`src/core/cmas_pkg.sv`:
```
// Behaviour
// RL1: address lines take the address register, or W/Y interlace address during buffer timing.
// RL2: two top address lines pick one of four 4096-word stacks.
// RL3: X and Y each split into two octal digits, each one-of-eight decoded.
// RL4: Y is address bits 11..6, X bits 5..0; upper digit is barred group.
// RL5: upper and lower digit selections pair to one of 64 X and 64 Y lines.
// RL6: each selected line drives both ways through two switches and two sinks.
// RL7: read = go, not phase two; write = go, phase two, inhibit or phase one.
// RL8: even-numbered drive lines get reversed current polarity against odd ones.
// RL9: address register is cleared by its clear strobe at pulse time T10.
// RL10: new address loads at T9; stack and coordinate decode follow at once.
// RL11: data register clear strobe fires at pulse time T8.
// RL12: memory go sets when a new cycle starts and qualifies direction terms.
// RL13: inhibit timing turns on at T21 and stays on until T8.
// RL14: stack bits give four stack enables gating selectors and, with inhibit timing, inhibit drivers.
package cmas_pkg;

  // =========================================================================
  // geometry
  localparam int ADDR_W      = 14;
  localparam int LINES       = 64;
  localparam int STACKS      = 4;
  localparam int STACK_HI    = 13;
  localparam int STACK_LO    = 12;
  localparam int Y_HI_POS    = 9;   // barred Y octal digit, bits 11..9
  localparam int Y_LO_POS    = 6;
  localparam int X_HI_POS    = 3;   // barred X octal digit, bits 5..3
  localparam int X_LO_POS    = 0;

  // =========================================================================
  // pulse times of the computer cycle
  localparam logic [4:0] PT_DATA_CLR = 5'h08;  // T8
  localparam logic [4:0] PT_ADDR_LD  = 5'h09;  // T9
  localparam logic [4:0] PT_ADDR_CLR = 5'h0A;  // T10
  localparam logic [4:0] PT_INH_ON   = 5'h15;  // T21
  localparam logic [4:0] PT_GO_SET   = 5'h08;  // T8, new memory cycle

  // =========================================================================
  // register map (byte addresses)
  localparam logic [3:0] OFS_NEXT_ADDR = 4'h0;
  localparam logic [3:0] OFS_CTRL      = 4'h4;
  localparam logic [3:0] OFS_STATUS    = 4'h8;
  localparam logic [3:0] OFS_DECODE    = 4'hC;
  localparam logic [13:0] NEXT_ADDR_RST = 14'h0000;
  localparam int CTRL_CYCLE_EN   = 0;
  localparam logic CTRL_RST      = 1'b0;
  localparam int ST_GO_POS       = 16;
  localparam int ST_INH_POS      = 17;
  localparam int ST_RD_POS       = 18;
  localparam int ST_WR_POS       = 19;
  localparam int ST_STACK_POS    = 20;
  localparam logic [1:0] RESP_OKAY   = 2'h0;
  localparam logic [1:0] RESP_SLVERR = 2'h2;

  // =========================================================================
  // carriers
  typedef struct packed {
    logic [13:0] wAddr;  // W-channel interlace address
    logic [13:0] yAddr;  // Y-channel interlace address
  } cmas_interlace_type;

  typedef struct packed {
    logic [4:0] pulseTime;  // T number of the current pulse
    logic       pulseStrobe;  // first clock of that pulse time
    logic       phaseBitOne;
    logic       phaseBitTwo;
    logic       bufferSelect;  // buffer-select timing term
    logic       portSelect;  // W port when high, Y port when low
  } cmas_timing_type;

  typedef struct packed {
    logic [63:0] fwd;  // switch A / sink B pair conducts
    logic [63:0] rev;  // switch B / sink A pair conducts
  } cmas_drive_type;

endpackage

```
`src/core/cmas_core_memory_address_select.sv`:
```
`timescale 1ns/1ns
module cmas_core_memory_address_select
  import cmas_pkg::*;
(
  // clock and reset
  input  wire logic               clk,
  input  wire logic               rst,
  // axi4-lite write address
  input  wire logic [3:0]         s_axi_awaddr,
  input  wire logic               s_axi_awvalid,
  output logic                    s_axi_awready,
  // axi4-lite write data
  input  wire logic [31:0]        s_axi_wdata,
  input  wire logic [3:0]         s_axi_wstrb,
  input  wire logic               s_axi_wvalid,
  output logic                    s_axi_wready,
  // axi4-lite write response
  output logic [1:0]              s_axi_bresp,
  output logic                    s_axi_bvalid,
  input  wire logic               s_axi_bready,
  // axi4-lite read
  input  wire logic [3:0]         s_axi_araddr,
  input  wire logic               s_axi_arvalid,
  output logic                    s_axi_arready,
  output logic [31:0]             s_axi_rdata,
  output logic [1:0]              s_axi_rresp,
  output logic                    s_axi_rvalid,
  input  wire logic               s_axi_rready,
  // processor side
  input  wire cmas_timing_type    timing,
  input  wire cmas_interlace_type interlace,
  // stack side
  output logic [13:0]             addressLine,
  output logic                    addressRegClear,
  output logic                    dataRegClear,
  output logic                    memoryGo,
  output logic                    inhibitTiming,
  output logic                    readDirection,
  output logic                    writeDirection,
  output logic [3:0]              stackEnable,
  output logic [3:0]              inhibitEnable,
  output cmas_drive_type          xDrive,
  output cmas_drive_type          yDrive
);

  // =========================================================================
  // pulse decode
  logic atDataClr;
  logic atAddrLd;
  logic atAddrClr;
  logic atInhOn;
  logic atGoSet;

  // pulse-time events, one clock per pulse time
  assign atDataClr = timing.pulseStrobe && (timing.pulseTime == PT_DATA_CLR);
  assign atAddrLd  = timing.pulseStrobe && (timing.pulseTime == PT_ADDR_LD);
  assign atAddrClr = timing.pulseStrobe && (timing.pulseTime == PT_ADDR_CLR);
  assign atInhOn   = timing.pulseStrobe && (timing.pulseTime == PT_INH_ON);
  assign atGoSet   = timing.pulseStrobe && (timing.pulseTime == PT_GO_SET);

  // =========================================================================
  // software registers and internal state
  logic [13:0] nextAddr_r;
  logic        cycleEn_r;
  logic [13:0] addrReg_r;
  logic        memoryGo_r;
  logic        inhibit_r;
  logic        addrClr_r;
  logic        dataClr_r;

  // =========================================================================
  // address register and clear strobes
  always_ff @(posedge clk) begin
    if (rst) begin
      addrReg_r <= 14'h0000;
    end else if (atAddrClr) begin
      addrReg_r <= 14'h0000;  // see RL9
    end else if (atAddrLd) begin
      addrReg_r <= addrReg_r | nextAddr_r;  // see RL10
    end
  end

  // strobes registered so they stand one clock
  always_ff @(posedge clk) begin
    if (rst) begin
      addrClr_r <= 1'b0;
      dataClr_r <= 1'b0;
    end else begin
      addrClr_r <= atAddrClr;  // see RL9
      dataClr_r <= atDataClr;  // see RL11
    end
  end

  assign addressRegClear = addrClr_r;
  assign dataRegClear    = dataClr_r;

  // =========================================================================
  // memory go and inhibit timing
  always_ff @(posedge clk) begin
    if (rst) begin
      memoryGo_r <= 1'b0;
    end else if (atGoSet) begin
      memoryGo_r <= cycleEn_r;  // see RL12
    end
  end

  always_ff @(posedge clk) begin
    if (rst) begin
      inhibit_r <= 1'b0;
    end else if (atInhOn) begin
      inhibit_r <= 1'b1;  // see RL13
    end else if (atDataClr) begin
      inhibit_r <= 1'b0;  // see RL13
    end
  end

  assign memoryGo      = memoryGo_r;
  assign inhibitTiming = inhibit_r;

  // =========================================================================
  // address source select
  always_comb begin
    if (!timing.bufferSelect) begin
      addressLine = addrReg_r;  // see RL1
    end else if (timing.portSelect) begin
      addressLine = interlace.wAddr;  // see RL1
    end else begin
      addressLine = interlace.yAddr;  // see RL1
    end
  end

  // =========================================================================
  // current direction terms
  assign readDirection  = memoryGo_r && !timing.phaseBitTwo;  // see RL7 RL12
  assign writeDirection = memoryGo_r && timing.phaseBitTwo
                          && (inhibit_r || timing.phaseBitOne);  // see RL7 RL12

  // =========================================================================
  // stack and octal digit decoders
  logic [7:0] yHiSel;
  logic [7:0] yLoSel;
  logic [7:0] xHiSel;
  logic [7:0] xLoSel;
  logic [1:0] stackNum;

  assign stackNum = addressLine[STACK_HI:STACK_LO];  // see RL2

  genvar gi;
  generate
    for (gi = 0; gi < 8; gi++) begin : g_octal
      // one-of-eight per octal digit
      assign yHiSel[gi] = (addressLine[Y_HI_POS +: 3] == 3'(gi));  // see RL3 RL4
      assign yLoSel[gi] = (addressLine[Y_LO_POS +: 3] == 3'(gi));  // see RL3 RL4
      assign xHiSel[gi] = (addressLine[X_HI_POS +: 3] == 3'(gi));  // see RL3 RL4
      assign xLoSel[gi] = (addressLine[X_LO_POS +: 3] == 3'(gi));  // see RL3 RL4
    end
    for (gi = 0; gi < STACKS; gi++) begin : g_stack
      assign stackEnable[gi]   = (stackNum == 2'(gi));  // see RL2 RL14
      assign inhibitEnable[gi] = stackEnable[gi] && inhibit_r;  // see RL14
    end
  endgenerate

  // =========================================================================
  // drive lines: pairing, direction and even-line reversal
  logic anyStack;
  assign anyStack = |stackEnable;  // stack enable gates the selectors

  generate
    for (gi = 0; gi < LINES; gi++) begin : g_line
      logic xSel;
      logic ySel;
      logic oddLine;
      assign xSel    = anyStack && xHiSel[gi / 8] && xLoSel[gi % 8];  // see RL5 RL14
      assign ySel    = anyStack && yHiSel[gi / 8] && yLoSel[gi % 8];  // see RL5 RL14
      assign oddLine = (gi % 2) == 1;
      // odd lines: read uses pair a; even lines swap pairs
      assign xDrive.fwd[gi] = xSel && (oddLine ? readDirection : writeDirection);  // see RL6 RL8
      assign xDrive.rev[gi] = xSel && (oddLine ? writeDirection : readDirection);  // see RL6 RL8
      assign yDrive.fwd[gi] = ySel && (oddLine ? readDirection : writeDirection);  // see RL6 RL8
      assign yDrive.rev[gi] = ySel && (oddLine ? writeDirection : readDirection);  // see RL6 RL8
    end
  endgenerate

  // =========================================================================
  // axi4-lite write channel
  logic       awHeld_r;
  logic       wHeld_r;
  logic [3:0] awAddr_r;
  logic [31:0] wData_r;
  logic [3:0] wStrb_r;
  logic       bValid_r;
  logic [1:0] bResp_r;
  logic       doWrite;

  assign s_axi_awready = !awHeld_r && !bValid_r;
  assign s_axi_wready  = !wHeld_r && !bValid_r;
  assign doWrite       = awHeld_r && wHeld_r && !bValid_r;

  // capture address and data in either order
  always_ff @(posedge clk) begin
    if (rst) begin
      awHeld_r <= 1'b0;
      wHeld_r  <= 1'b0;
      awAddr_r <= 4'h0;
      wData_r  <= 32'h0000_0000;
      wStrb_r  <= 4'h0;
    end else begin
      if (s_axi_awvalid && s_axi_awready) begin
        awHeld_r <= 1'b1;
        awAddr_r <= s_axi_awaddr;
      end else if (doWrite) begin
        awHeld_r <= 1'b0;
      end
      if (s_axi_wvalid && s_axi_wready) begin
        wHeld_r <= 1'b1;
        wData_r <= s_axi_wdata;
        wStrb_r <= s_axi_wstrb;
      end else if (doWrite) begin
        wHeld_r <= 1'b0;
      end
    end
  end

  // register writes, byte lanes honoured
  always_ff @(posedge clk) begin
    if (rst) begin
      nextAddr_r <= NEXT_ADDR_RST;
      cycleEn_r  <= CTRL_RST;
    end else if (doWrite) begin
      if (awAddr_r == OFS_NEXT_ADDR) begin
        if (wStrb_r[0]) nextAddr_r[7:0] <= wData_r[7:0];
        if (wStrb_r[1]) nextAddr_r[13:8] <= wData_r[13:8];
      end else if (awAddr_r == OFS_CTRL) begin
        if (wStrb_r[0]) cycleEn_r <= wData_r[CTRL_CYCLE_EN];
      end
    end
  end

  // write response
  always_ff @(posedge clk) begin
    if (rst) begin
      bValid_r <= 1'b0;
      bResp_r  <= RESP_OKAY;
    end else if (doWrite) begin
      bValid_r <= 1'b1;
      if ((awAddr_r == OFS_NEXT_ADDR) || (awAddr_r == OFS_CTRL)) begin
        bResp_r <= RESP_OKAY;
      end else begin
        bResp_r <= RESP_SLVERR;
      end
    end else if (s_axi_bready) begin
      bValid_r <= 1'b0;
    end
  end

  assign s_axi_bvalid = bValid_r;
  assign s_axi_bresp  = bResp_r;

  // =========================================================================
  // axi4-lite read channel
  logic        rValid_r;
  logic [31:0] rData_r;
  logic [1:0]  rResp_r;
  logic [31:0] statusWord;
  logic [31:0] decodeWord;

  assign s_axi_arready = !rValid_r;

  // live state of the block
  always_comb begin
    statusWord                 = 32'h0000_0000;
    statusWord[13:0]           = addrReg_r;
    statusWord[ST_GO_POS]      = memoryGo_r;
    statusWord[ST_INH_POS]     = inhibit_r;
    statusWord[ST_RD_POS]      = readDirection;
    statusWord[ST_WR_POS]      = writeDirection;
    statusWord[ST_STACK_POS +: 2] = stackNum;
  end

  assign decodeWord = {yHiSel, yLoSel, xHiSel, xLoSel};

  always_ff @(posedge clk) begin
    if (rst) begin
      rValid_r <= 1'b0;
      rData_r  <= 32'h0000_0000;
      rResp_r  <= RESP_OKAY;
    end else if (s_axi_arvalid && s_axi_arready) begin
      rValid_r <= 1'b1;
      rResp_r  <= RESP_OKAY;
      if (s_axi_araddr == OFS_NEXT_ADDR) begin
        rData_r <= {18'h00000, nextAddr_r};
      end else if (s_axi_araddr == OFS_CTRL) begin
        rData_r <= {31'h0000_0000, cycleEn_r};
      end else if (s_axi_araddr == OFS_STATUS) begin
        rData_r <= statusWord;
      end else if (s_axi_araddr == OFS_DECODE) begin
        rData_r <= decodeWord;
      end else begin
        rData_r <= 32'h0000_0000;
        rResp_r <= RESP_SLVERR;
      end
    end else if (s_axi_rready) begin
      rValid_r <= 1'b0;
    end
  end

  assign s_axi_rvalid = rValid_r;
  assign s_axi_rdata  = rData_r;
  assign s_axi_rresp  = rResp_r;

endmodule

```
`config.mk`:
```
export PLATFORM = sky130hd
export DESIGN_NAME = cmas_core_memory_address_select
export DESIGN_NICKNAME = d
export VERILOG_FILES = /design/src/core/cmas_pkg.sv /design/src/core/cmas_core_memory_address_select.sv
export SDC_FILE = /design/constraint.sdc
export NUM_CORES = 1
export LEC_CHECK = 0
export ABC_AREA = 1
export BUFFER_PORTS_ARGS = -buffer_cell sky130_fd_sc_hd__clkbuf_2
export CAP_MARGIN = 25
export CORE_AREA = 4 4 161 163
export CTS_CLUSTER_SIZE = 25
export DETAILED_ROUTE_END_ITERATION = 10
export DIE_AREA = 0 0 165 167
export PLACE_DENSITY = 0.55
export SYNTH_ARGS = -nofsm -noshare
export SYNTH_HDL_FRONTEND = slang
export SYNTH_SLANG_ARGS = --single-unit
```
`constraint.sdc`:
```
create_clock -name clk -period 1.9 [get_ports clk]
set_clock_uncertainty 0.05 [all_clocks]
set_input_delay 0.095 -clock clk [delete_from_list [all_inputs] [get_ports clk]]
set_output_delay 0.095 -clock clk [all_outputs]
set_load 0.03 [all_outputs]
```
# Word level (Yosys, flattened, before mapping)
# Index checks and enable logic that the tools add are counted.
# W data, S select, Z words.
[totals]
output_inout_bits = 325
reg_bits = 93
[op_classes]
n_bitwise = 2
n_eq_ne = 39
mux = 20
n_reduce_logical = 442
[ops]
columns = ["op", "count"]
rows = [
  ["$logic_and A1 B1 Y1", 418],
  ["$mux W32", 4],
  ["$eq A3 B3 Y1 const B", 16],
  ["$mux W14", 2],
  ["$eq A3 B2 Y1 const B", 8],
  ["$eq A5 B4 Y1 const B", 3],
  ["$or A14 B14 Y14", 1],
  ["$eq A3 B1 Y1 const B", 4],
  ["$logic_not A3 Y1", 4],
  ["$mux W2", 5],
  ["$reduce_bool A2 Y1", 5],
  ["$mux W1", 9],
  ["$eq A4 B3 Y1 const B", 2],
  ["$eq A4 B4 Y1 const B", 2],
  ["$logic_not A4 Y1", 2],
  ["$reduce_and A3 Y1", 2],
  ["$eq A5 B5 Y1 const B", 1],
  ["$logic_not A1 Y1", 5],
  ["$eq A2 B2 Y1 const B", 2],
  ["$reduce_and A4 Y1", 1],
  ["$reduce_or A4 Y1", 1],
  ["$eq A2 B1 Y1 const B", 1],
  ["$logic_not A2 Y1", 1],
  ["$logic_or A1 B1 Y1", 2],
  ["other kinds (2)", 2],
]

# Longest topological paths before layout
# Gate-level depths: netlist of run 1.
[depth]
depth_word = 7
mapped_depth = 12
depth_no_buf = 11

# Worst setup path after synthesis of run 1
# No wires, ideal clock.
[synth_path]
path_kind = "reg2out"
start = "register memoryGo_r, in the netlist memoryGo"
end = "output xDrive[11] (netlist bit)"
t_arrival_ns = 2.421
path_stages_with_launch = 7
path_slack_ns = -0.666
t_required_ns = 1.755
cell_sequence = "dfxtp_1 > inv_1 > nor3_1 > inv_1 > clkbuf_1 > clkbuf_1 > nor2_1"
[synth_rtl]
columns = ["element", "line_no", "rtl"]
rows = [
  ["start, declared", "cmas_core_memory_address_select.sv:66", "logic memoryGo_r;"],
  ["start signal, assigned", "cmas_core_memory_address_select.sv:103", "memoryGo_r <= cycleEn_r;"],
  ["end, declared", "cmas_core_memory_address_select.sv:42", "output cmas_drive_type xDrive,"],
]

==> metrics.log, run 1 <==
INFO  metric dieWidth = around 170 um
INFO  metric maxClockFrequency = 478 MHz
INFO  metric worstSkewPairLatency = 0.33 ns
INFO  metric slew_headroom = 60.7%
INFO  metric synthDistinctLibCells = 37
INFO  metric antenna_found_initial = 0
INFO  metric post-route-drc-count = 0
INFO  metric totalWireLength = 40400 um
INFO  metric dieHeight = about 170 um
INFO  metric worstHoldPathType = input pin to flop
INFO  metric ordered_list_of_cells_on_the_worst_path = inv_2 > nor2_2 > a21oi_4 > nand3_1 > inv_2 > buf_12 > nand2_1 > nor2_1 > clkbuf_4
INFO  metric whs = about 0.025 ns
INFO  metric number_of_clock_sinks = a little over 90
INFO  metric fp.dieArea = 0.0276 sq mm
INFO  metric placementRows = 57
INFO  metric regArea = 0.00185 sq mm
INFO  metric postLayoutCoreUtil = a little under three fifths
INFO  metric core = approximately 0.024 sq mm
INFO  metric gp_congestion = around 0.85
INFO  metric path_max_fanout = 5
INFO  metric run_status = complete, but fails checks
INFO  metric wire_per_inst = between 20 and 25 um
INFO  metric drt_iter0_drc = about 700
INFO  metric drtPass1Iterations = 5
INFO  metric antenna_left = 0
INFO  metric drive_gt1_share = between 60% and 70%
INFO  metric cells_after_synth = about 1100
INFO  metric n_fill_cell = just over 2000
INFO  metric vias_in_the_first_global_route = about 9000
INFO  metric clockRootBuffer = clkbuf_16
INFO  metric numCtsBuffers = 9
INFO  metric post_synth_instance_area = just over 0.006 sq mm
INFO  metric timing.final.ws_setup = -0.191 ns
INFO  metric setup_tns = -10.84 ns
INFO  metric place.port_buffers = about 390
INFO  metric max_cap_violations = 0
INFO  metric hold_startpoint = timing[4]
INFO  metric cts_max_level = 3
INFO  metric synth-warning-count = 0
INFO  metric reg2regPathDepth = 11
INFO  metric io-pin-count = 414
INFO  metric slack_of_the_worst_reg_to_reg_path = roughly 0.090 ns
INFO  metric violated_checks = negative setup slack
INFO  metric report.final.slew_viol_count = 0
INFO  metric standard_cell_with_the_maximum_stage_delay_on_the_critical_path = dfxtp_2
INFO  metric cp-end-kind = output port
INFO  metric worst_vdd_rail_ir_drop = between 0.5 and 0.6 mV
INFO  metric critical_path.n_buffers_inverters = 4
INFO  metric pin_count_of_the_biggest_net_entering_global_routing = 39
INFO  metric worstPathRequired = approximately 1.8 ns
INFO  metric dp_hpwl = between 20000 and 25000 um
INFO  metric timing.critical_path.depth = 9
INFO  metric multiInputGateArea = 0.00548 sq mm
INFO  metric timing.critical_path.max_delay_family = buffers and inverters
INFO  metric rr_startpoint = addrReg_r[3]$_SDFFE_PP0P_
INFO  metric synthToLayoutAreaGrowth = 130%
INFO  metric leakage = 6.14 nW
INFO  metric power_per_cell_area = 396 mW/mm^2
INFO  metric critical-path-top-cell-by-count = inv_2
INFO  metric num_antenna_cells = 0
INFO  metric max_slew.worst_pin.slew = ~0.59 ns
INFO  metric critical_path.startpoint_type = flop
INFO  metric critPathLaunch = addrReg_r[6]$_SDFFE_PP0P_
INFO  metric worst_setup_path_endpoint = yDrive[28]
INFO  metric grt_pass1_wl = about 53000 um
INFO  metric num_vias = 9472
INFO  metric cts.reportedPaths.clkPinSlew = ~0.070 ns
INFO  metric cts_tree = built
INFO  metric floorplan.initialDensity = about a quarter
INFO  metric post_synth.cell_area_avg = approximately 5.8 sq um
INFO  metric rsz_0062_raised_after_global_routing = yes
INFO  metric layout.nets = about 1700
INFO  metric count_of_state_elements_after_synthesis = 91
INFO  metric critical_path_arrival = between 1.5 and 2 ns
INFO  metric vias_per_cell = 4.87
INFO  metric setup.worst_path.class = flop to output port
INFO  metric finalSetupViolCount = about 210
INFO  metric reg2reg_to = s_axi_rdata[15]$_SDFFE_PP0P_
INFO  metric hold_fails_final_rpt = 0
INFO  metric clockBufferDepth = 2
INFO  metric portion_of_the_post_synthesis_area_used_by_sequential_elements = between 20% and 30%
INFO  metric critical_path.max_stage_delay = 0.32 ns
INFO  metric track_usage = about 25%
INFO  metric fin_crit_sh = 110%
INFO  metric finalCriticalPeriod = around 2.1 ns
INFO  metric grt.overflow.total = 0
[metal layers]
metal  vias up  track usage [%]  wire length (um)
met3       155             6.25              3310
met4         2             12.7              2480
met5         -                0                45
li1       4422                -                 -
met1      4405             27.6             14600
met2       488             42.7             20000
[worst min-delay path by stage]
stage / endpoint / slack [ns] / depth (start not counted)
detailed placement: wStrb_r[1]$_SDFFE_PP0P_ / 0.30 / 3
global placement: wStrb_r[1]$_SDFFE_PP0P_ / 0.30 / 3
CTS: inhibitTiming$_SDFFE_PP0P_ / 0.005 / 3
floorplan: addressRegClear$_SDFF_PP0_ / 0.19 / 2
global route: inhibitTiming$_SDFFE_PP0P_ / 0.03 / 3
finish: inhibitTiming$_SDFFE_PP0P_ / 0.02 / 3
[logic make-up (layout without fill, tap and decap cells)]
family | count (synthesis) | count (layout) | synth area share, %
flip-flops | 91 | 91 | 29.9
buffers and inverters | 128 | 684 | 8.70
AO/OA/AOI/OAI | 140 | 140 | 13.5
other | 1 | 2 | 0.0615
AND/OR/NAND/NOR | 700 | 705 | 47.8
[Yosys cell counts (all sizes together)]
cell type / count / area share (%)
o2111ai: 1 / 0.14
dfxtp: 91 / 30
nand2: 296 / 19
clkbuf: 43 / 2.6
nor4: 2 / 0.21
o211ai: 2 / 0.25
o21bai: 1 / 0.12
nand4: 6 / 0.62
o22ai: 1 / 0.10
buf: 12 / 1.4
o21a: 1 / 0.12
nand3: 14 / 1.2
o21ai: 55 / 5.5
a211oi: 8 / 0.99
a21oi: 71 / 6.3
conb: 1 / 0.062
nor2: 373 / 26
nor3: 9 / 1.1
inv: 73 / 4.6
[metrics by stage]
stage | cell area [sq um] | cells | setup slack (ns) | total power, mW
after floorplan | 6390 | 1061 | -0.0824 | 2.66
after global placement | 9340 | 1805 | -0.0811 | 3.12
after detailed placement | 9340 | 1805 | -0.0768 | 3.13
final | 14000 | 1946 | -0.191 | 5.54
after global routing | 14000 | 1946 | -0.252 | 5.77
after CTS | 12700 | 1926 | -0.0733 | 5.44
[flip-flops by register name, summed over array words and instances, names as in the netlist, 2 cells and up]
| signal | flops |
|---|---|
| s_axi_rdata | 32 |
| addrReg_r | 14 |
| nextAddr_r | 14 |
| wData_r | 14 |
| awAddr_r | 4 |
| wStrb_r | 2 |
[tightest hold or removal path, stage by stage]
cell and delay, ns:
clkbuf_2 0.09, nand3_1 0.12, a21oi_1 0.07
[layout make-up]
| class | count | share of cell area [%] |
|---|---|---|
| inverters | 73 | 2.53 |
| clock inverters | 7 | 0.759 |
| multi-input cells | 847 | 39.1 |
| well taps | 324 | 2.89 |
| repair buffers | 593 | 39.8 |
| clock buffers | 9 | 1.61 |
| repair inverters | 2 | 0.125 |
| flip-flops and latches | 91 | 13.2 |
[cell usage in the layout, fill, tap and decap left out, drive strengths merged, types with 2 or more instances in the layout]
cell,instances
a21oi,71
inv,76
o21ai,55
clkinvlp,2
nor4,2
nand4,6
buf,326
nand3,14
nand2,296
clkbuf,253
bufinv,4
dlygate4sd3,23
nor3,9
dfxtp,91
o211ai,2
nor2,378
a211oi,8
conb,2
[report_power, final]
group          switching (mW)  internal [mW]  leakage, nW
logic                   0.963          0.589         5.24
clock network           0.811           1.18        0.156
registers              0.0351           1.97        0.748
[timing repair]
item | 4_1_cts | 5_1_grt
gates cloned | 8 | 1
setup buffers | 74 | 20
hold buffers | 23 | 0
pin swaps | 92 | 95
gates resized for setup | 583 | 471
endpoints found under the hold margin | 22 | 0
endpoints found under the setup margin | 261 | 256
Power figures use the tool's default switching activity.
==> inputs of run 2 (changes only) <==
--- a/config.mk
+++ b/config.mk
@@ -9,9 +9,11 @@
 export BUFFER_PORTS_ARGS = -buffer_cell sky130_fd_sc_hd__clkbuf_2
 export CAP_MARGIN = 25
 export CORE_AREA = 4 4 161 163
+export CTS_CLUSTER_DIAMETER = 40
 export CTS_CLUSTER_SIZE = 25
 export DETAILED_ROUTE_END_ITERATION = 10
 export DIE_AREA = 0 0 165 167
+export GPL_TIMING_DRIVEN = 0
 export PLACE_DENSITY = 0.55
 export SYNTH_ARGS = -nofsm -noshare
 export SYNTH_HDL_FRONTEND = slang
==> metrics.log, run 2 (synthesis results as in run 1) <==
INFO  metric run_status = complete, but fails checks
INFO  metric violated_checks = negative setup slack
INFO  metric grt_pass1_wl = 62200 um (+17%)
INFO  metric num_vias = 10300 (+8.7%)
INFO  metric timing.final.ws_setup = -0.441 ns (-0.250 ns)
INFO  metric worstHoldPathType = input pin to flop
INFO  metric report.final.slew_viol_count = 0 (unchanged)
INFO  metric max_slew.worst_pin.slew = 0.894 ns (+0.306 ns)
INFO  metric max_cap_violations = 0 (unchanged)
INFO  metric antenna_found_initial = 2 (+2)
INFO  metric reg2reg_to = s_axi_rdata[9]$_SDFFE_PP0P_
INFO  metric dieHeight = 167 um (unchanged)
INFO  metric critical_path.startpoint_type = flop
INFO  metric setup_ws_pre_cts = -0.469 ns (-0.393 ns)
INFO  metric wire_per_inst = 26.0 um (+25%)
INFO  metric reg2regPathDepth = 11 (unchanged)
INFO  metric num_antenna_cells = 0 (unchanged)
INFO  metric slack_of_the_worst_reg_to_reg_path = -0.01 ns (-0.10 ns)
INFO  metric power_per_cell_area = 349 mW/mm^2 (-12%)
INFO  metric post-route-drc-count = 0 (unchanged)
INFO  metric finalSetupViolCount = 255 (+20%)
INFO  metric worstPathRequired = 1.75 ns (about the same)
INFO  metric n_fill_cell = 1767 (-14%)
INFO  metric setup_tns = -31.53 ns (-20.69 ns)
INFO  metric critPathLaunch = addrReg_r[3]$_SDFFE_PP0P_
INFO  metric stdcell_area = 0.0161 sq mm (+15%)
INFO  metric drtPass1Iterations = 5 (unchanged)
INFO  metric layout_commonest_cell = nor2_4
INFO  metric drt_iter0_drc = 762 (+8.4%)
INFO  metric leakage = 6.68 nW (+8.8%)
INFO  metric clockRootBuffer = clkbuf_16
INFO  metric fin_total_pwr = 5.61 mW (+1.2%)
INFO  metric hold_end = awAddr_r[0]$_SDFFE_PP0P_
INFO  metric worstSkewPairLatency = 0.35 ns (+0.02 ns)
INFO  metric numCtsBuffers = 9 (unchanged)
INFO  metric gp_congestion = 0.840 (-1.7%)
INFO  metric whs = 0.00927 ns (-0.0154 ns)
INFO  metric number_of_clock_sinks = 91 (unchanged)
INFO  metric dp_hpwl = 27200 um (+9.2%)
INFO  metric whs_path_depth = 3 (unchanged)
INFO  metric io-pin-count = 414 (unchanged)
INFO  metric rr_startpoint = addrReg_r[3]$_SDFFE_PP0P_
INFO  metric antenna_left = 0 (unchanged)
INFO  metric drive_gt1_share = 65.3% (+4.3 points)
INFO  metric layout.nets = 1737 (+1.8%)
INFO  metric final-instance-count-excl-fill = 1977 (+1.6%)
INFO  metric clockBufferDepth = 2 (unchanged)
INFO  metric critical_path_arrival = 2.20 ns (+0.25 ns)
INFO  metric rsz_0062_raised_after_global_routing = yes
INFO  metric pin_count_of_the_biggest_net_entering_global_routing = 16 (-59%)
INFO  metric dieWidth = 165 um (unchanged)
INFO  metric vias_in_the_first_global_route = 9793 (+11%)
INFO  metric hold_startpoint = s_axi_awaddr[0]
INFO  metric floorplan.initialDensity = 25.1% (unchanged)
INFO  metric mostFrequentLayoutCells = nor2_4, nand2_1, clkbuf_2, buf_8, nor2_1
INFO  metric largest_register_ffs = 32 (unchanged)
INFO  metric cp-end-kind = output port
INFO  metric placementRows = 57 (unchanged)
INFO  metric dp_cell_count = 1775 (-1.7%)
INFO  metric hold_fails_final_rpt = 0 (unchanged)
INFO  metric placed_area = 0.00875 sq mm (-6.4%)
INFO  metric postLayoutCoreUtil = 66.1% (+8.5 points)
INFO  metric cts.reportedPaths.clkPinSlew = 0.07 ns (about the same)
INFO  metric grt.overflow.total = 0 (unchanged)
INFO  metric synthToLayoutAreaGrowth = 164%
INFO  metric core = 0.0243 sq mm (unchanged)
INFO  metric fp.dieArea = 0.0276 sq mm (unchanged)
INFO  metric track_usage = 29.7% (+5.0 points)
INFO  metric setup.worst_path.class = flop to output port
INFO  metric vias_per_cell = 5.21 (+7.0%)
INFO  metric worst_vdd_rail_ir_drop = 0.444 mV (-11%)
INFO  metric maxClockFrequency = 427 MHz (-11%)
INFO  metric cts_tree = built
INFO  metric place.port_buffers = 390 (-0.26%)
INFO  metric cts_max_level = 3 (unchanged)
INFO  metric fin_crit_sh = 123% (+13 points)
INFO  metric totalWireLength = 51400 um (+27%)
INFO  metric slew_headroom = 39.9% (-21 points)
INFO  metric finalCriticalPeriod = 2.34 ns (+0.250 ns)
INFO  metric path_max_fanout = 5 (unchanged)
-- run 2: per-layer routing --
metal	global-route usage [%]	share of wire, %
met4	19.7	8.6
met1	30.9	33
met5	0	0.031
met3	8.50	11
met2	51.2	46
-- run 2: repair_timing --
item                                    in CTS  in global routing
hold endpoints to repair                    19                  0
resized for setup                          940                490
endpoints found under the setup margin     266                270
cloned                                      20                  0
setup buffers                              110                 41
pin swaps                                  127                135
hold buffers                                20                  0
-- run 2: final cells by class --
cell class | instances | area, sq um | area share (%)
Tap cell | 324 | 405 | 2.52
Clock buffer | 11 | 243 | 1.51
Inverter | 73 | 324 | 2.02
Clock inverter | 5 | 62.6 | 0.389
Sequential cell | 91 | 1840 | 11.5
Timing Repair Buffer | 569 | 6120 | 38.1
Multi-Input combinational cell | 849 | 6430 | 40.0
Buffer | 55 | 651 | 4.05
-- run 2: critical path: stages, from the launching register on --
cell      delay [ns]
dfxtp_2         0.35
inv_4           0.05
o21ai_2         0.26
nand2_4         0.12
nor2_4          0.13
buf_12          0.15
nand2_4         0.07
nor2_2          0.41
clkbuf_8        0.30
-- run 2: power by group --
group / internal (mW) / switching, mW
combinational: 0.644 / 1.13
sequential: 1.97 / 0.0374
clock: 1.06 / 0.768
-- run 2: worst max-delay path by stage --
stage / slack [ns] / to
2_1_floorplan: -0.08 / xDrive[100]
3_3_place_gp: -0.44 / xDrive[118]
3_5_place_dp: -0.47 / xDrive[118]
4_1_cts: -0.13 / yDrive[45]
5_1_grt: -0.46 / yDrive[31]
6_report: -0.44 / xDrive[75]
==> inputs of run 3 (changes only) <==
--- a/config.mk
+++ b/config.mk
@@ -13,7 +13,8 @@
 export CTS_CLUSTER_SIZE = 25
 export DETAILED_ROUTE_END_ITERATION = 10
 export DIE_AREA = 0 0 165 167
-export GPL_TIMING_DRIVEN = 0
+export GPL_TIMING_DRIVEN = 1
+export MAX_ROUTING_LAYER = met4
 export PLACE_DENSITY = 0.55
 export SYNTH_ARGS = -nofsm -noshare
 export SYNTH_HDL_FRONTEND = slang
==> metrics.log, run 3 (synthesis results as in run 1) <==
INFO  metric totalWireLength = 42600 um (-17%)
INFO  metric internal_power_contribution = 3.75 mW (+2.1%)
INFO  metric power.clock.fraction = 35.3% (+2.7 points)
INFO  metric num_vias = 9688 (-5.9%)
INFO  metric power_per_cell_area = 381 mW/mm^2 (+9.3%)
INFO  metric top_layer_used = met4
INFO  metric mostFrequentLayoutCells = nand2_1, buf_4, nor2_4, nor2_1, clkbuf_2
INFO  metric core = 0.0243 sq mm (unchanged)
INFO  metric netSwitchingFraction = 33.1% (-1.4 points)
INFO  metric pwr-share-seq = 35.7% (about the same)
INFO  metric post-route-drc-count = 0 (unchanged)
INFO  metric critical_path.startpoint_type = flop
INFO  metric path_max_fanout = 9 (+4)
INFO  metric max_cap_violations = 0 (unchanged)
INFO  metric critical_path_arrival = 1.99 ns (-0.21 ns)
INFO  metric run_status = complete, but fails checks
INFO  metric netSwitchingPower = 1.86 mW (-3.9%)
INFO  metric report.final.slew_viol_count = 0 (unchanged)
INFO  metric setup.worst_path.class = flop to output port
INFO  metric dp_hpwl = 25000 um (-8.4%)
INFO  metric grt_pass1_wl = 53000 um (-15%)
INFO  metric worstSkewPairLatency = 0.33 ns (-0.02 ns)
INFO  metric wire_per_inst = 21.8 um (-16%)
INFO  metric drive_gt1_share = 62.4% (-2.9 points)
INFO  metric slew_headroom = 62.0% (+22 points)
INFO  metric worst_vdd_rail_ir_drop = 0.501 mV (+13%)
INFO  metric synthToLayoutAreaGrowth = 141%
INFO  metric num_antenna_cells = 0 (unchanged)
INFO  metric layout.nets = 1713 (-1.4%)
INFO  metric n_fill_cell = 1945 (+10%)
INFO  metric dieHeight = 167 um (unchanged)
INFO  metric setup_ws_pre_cts = -0.0768 ns (+0.393 ns)
INFO  metric floorplan.initialDensity = 25.1% (unchanged)
INFO  metric vias_in_the_first_global_route = 8847 (-9.7%)
INFO  metric violated_checks = negative setup slack
INFO  metric fin_crit_sh = 112% (-11 points)
INFO  metric cts_max_level = 3 (unchanged)
INFO  metric antenna_found_initial = 0 (-2)
INFO  metric placementRows = 57 (unchanged)
INFO  metric largest_register_ffs = 32 (unchanged)
INFO  metric antenna_left = 0 (unchanged)
INFO  metric pin_count_of_the_biggest_net_entering_global_routing = 39 (+23)
INFO  metric finalCriticalPeriod = 2.13 ns (-0.208 ns)
INFO  metric cts_tree = built
INFO  metric placed_area = 0.00934 sq mm (+6.8%)
INFO  metric maxClockFrequency = 469 MHz (+9.8%)
INFO  metric place.port_buffers = 391 (+0.26%)
INFO  metric hold_fails_final_rpt = 0 (unchanged)
INFO  metric number_of_clock_sinks = 91 (unchanged)
INFO  metric gp_congestion = 0.868 (+3.3%)
INFO  metric vias_per_cell = 4.96 (-4.7%)
INFO  metric clockRootBuffer = clkbuf_16
INFO  metric layout_commonest_cell = nand2_1
INFO  metric finalSetupViolCount = 223 (-13%)
INFO  metric total_routed_wire_length_on_the_met1_layer = 15300 um (-11%)
INFO  metric dieWidth = 165 um (unchanged)
INFO  metric leakage = 6.39 nW (-4.4%)
INFO  metric routed-wl-met2 = 20700 um (-13%)
INFO  metric grt.overflow.total = 0 (unchanged)
INFO  metric numCtsBuffers = 9 (unchanged)
INFO  metric rsz_0062_raised_after_global_routing = yes
INFO  metric stdcell_area = 0.0147 sq mm (-8.5%)
INFO  metric drt_iter0_drc = 776 (+1.8%)
INFO  metric timing.final.ws_setup = -0.233 ns (+0.208 ns)
INFO  metric drtPass1Iterations = 5 (unchanged)
INFO  metric track_usage = 25.4% (-4.3 points)
INFO  metric setup_tns = -14.06 ns (+17.48 ns)
INFO  metric max_slew.worst_pin.slew = 0.568 ns (-0.326 ns)
INFO  metric worstHoldPathType = input pin to flop
INFO  metric cp-end-kind = output port
INFO  metric io-pin-count = 414 (unchanged)
INFO  metric worstPathRequired = 1.75 ns (about the same)
INFO  metric cts.reportedPaths.clkPinSlew = 0.07 ns (about the same)
INFO  metric fp.dieArea = 0.0276 sq mm (unchanged)
INFO  metric clockBufferDepth = 2 (unchanged)
INFO  metric met3_wirelength = 3830 um (-35%)
INFO  metric power_frac_comb = 29.0% (-2.6 points)
==> run 3: cell type report <==
class | count | area (sq um) | area share, %
clock inverter | 7 | 106 | 0.723
inverter | 73 | 354 | 2.41
sequential | 91 | 1850 | 12.5
clock buffer | 9 | 225 | 1.53
tap | 324 | 405 | 2.76
timing repair buffer | 600 | 5840 | 39.7
timing repair inverter | 2 | 17.5 | 0.119
multi-input combinational | 847 | 5920 | 40.2
==> run 3: repair_timing <==
item                                    CTS  global route
pin swaps                                92           113
gates cloned                              8             4
hold buffers                             23             0
endpoints found under the setup margin  261           256
endpoints found under the hold margin    22             0
buffers inserted                         74            24
gates resized for setup                 583           661
==> run 3: worst max-delay path, cell delays in order (launching register included) <==
cell and delay [ns]:
dfxtp_2 0.33, inv_4 0.09, nor2_4 0.04, a21oi_4 0.23, nand2_4 0.13, nor2_4 0.15, buf_12 0.15, nand2_2 0.15
nor2_4 0.20, buf_6 0.16
==> run 3: worst paths after layout <==
| check | startpoint | endpoint | slack [ns] | cells after the start |
|---|---|---|---|---|
| max | addrReg_r[3]$_SDFFE_PP0P_ | xDrive[83] | -0.23 | 9 |
| min | timing[4] | inhibitTiming$_SDFFE_PP0P_ | 0.02 | 3 |
| max reg2reg | addrReg_r[3]$_SDFFE_PP0P_ | s_axi_rdata[15]$_SDFFE_PP0P_ | 0.08 | 11 |
| min reg2reg | wData_r[4]$_SDFFE_PP0P_ | wData_r[4]$_SDFFE_PP0P_ | 0.41 | 2 |
==> run 3: routing by layer <==
layer	GRT usage [%]	vias to the layer above
li1	-	4461
met1	27.7	4516
met2	42.7	516
met3	6.18	195
met4	12.5	0
met5	-	-
==> run 3: power groups by stage <==
stage	sequential (mW)	combinational [mW]	clock [mW]
after floorplan	2.08	0.576	0
after global placement	2.05	1.07	0
after detailed placement	2.05	1.08	0
after CTS	2.00	1.41	2.03
after global routing	2.01	1.72	2.11
final	2.00	1.62	1.98
==> run 3: per-stage QoR <==
step	cells	hold WS [ns]	power [mW]	util, %
floorplan	1061	0.188	2.66	-
global placement	1805	0.297	3.12	38.4
detailed placement	1805	0.305	3.13	38.4
CTS	1926	0.00528	5.44	52.1
global route	1953	0.0281	5.83	60.5
finish	1953	0.0242	5.61	60.5
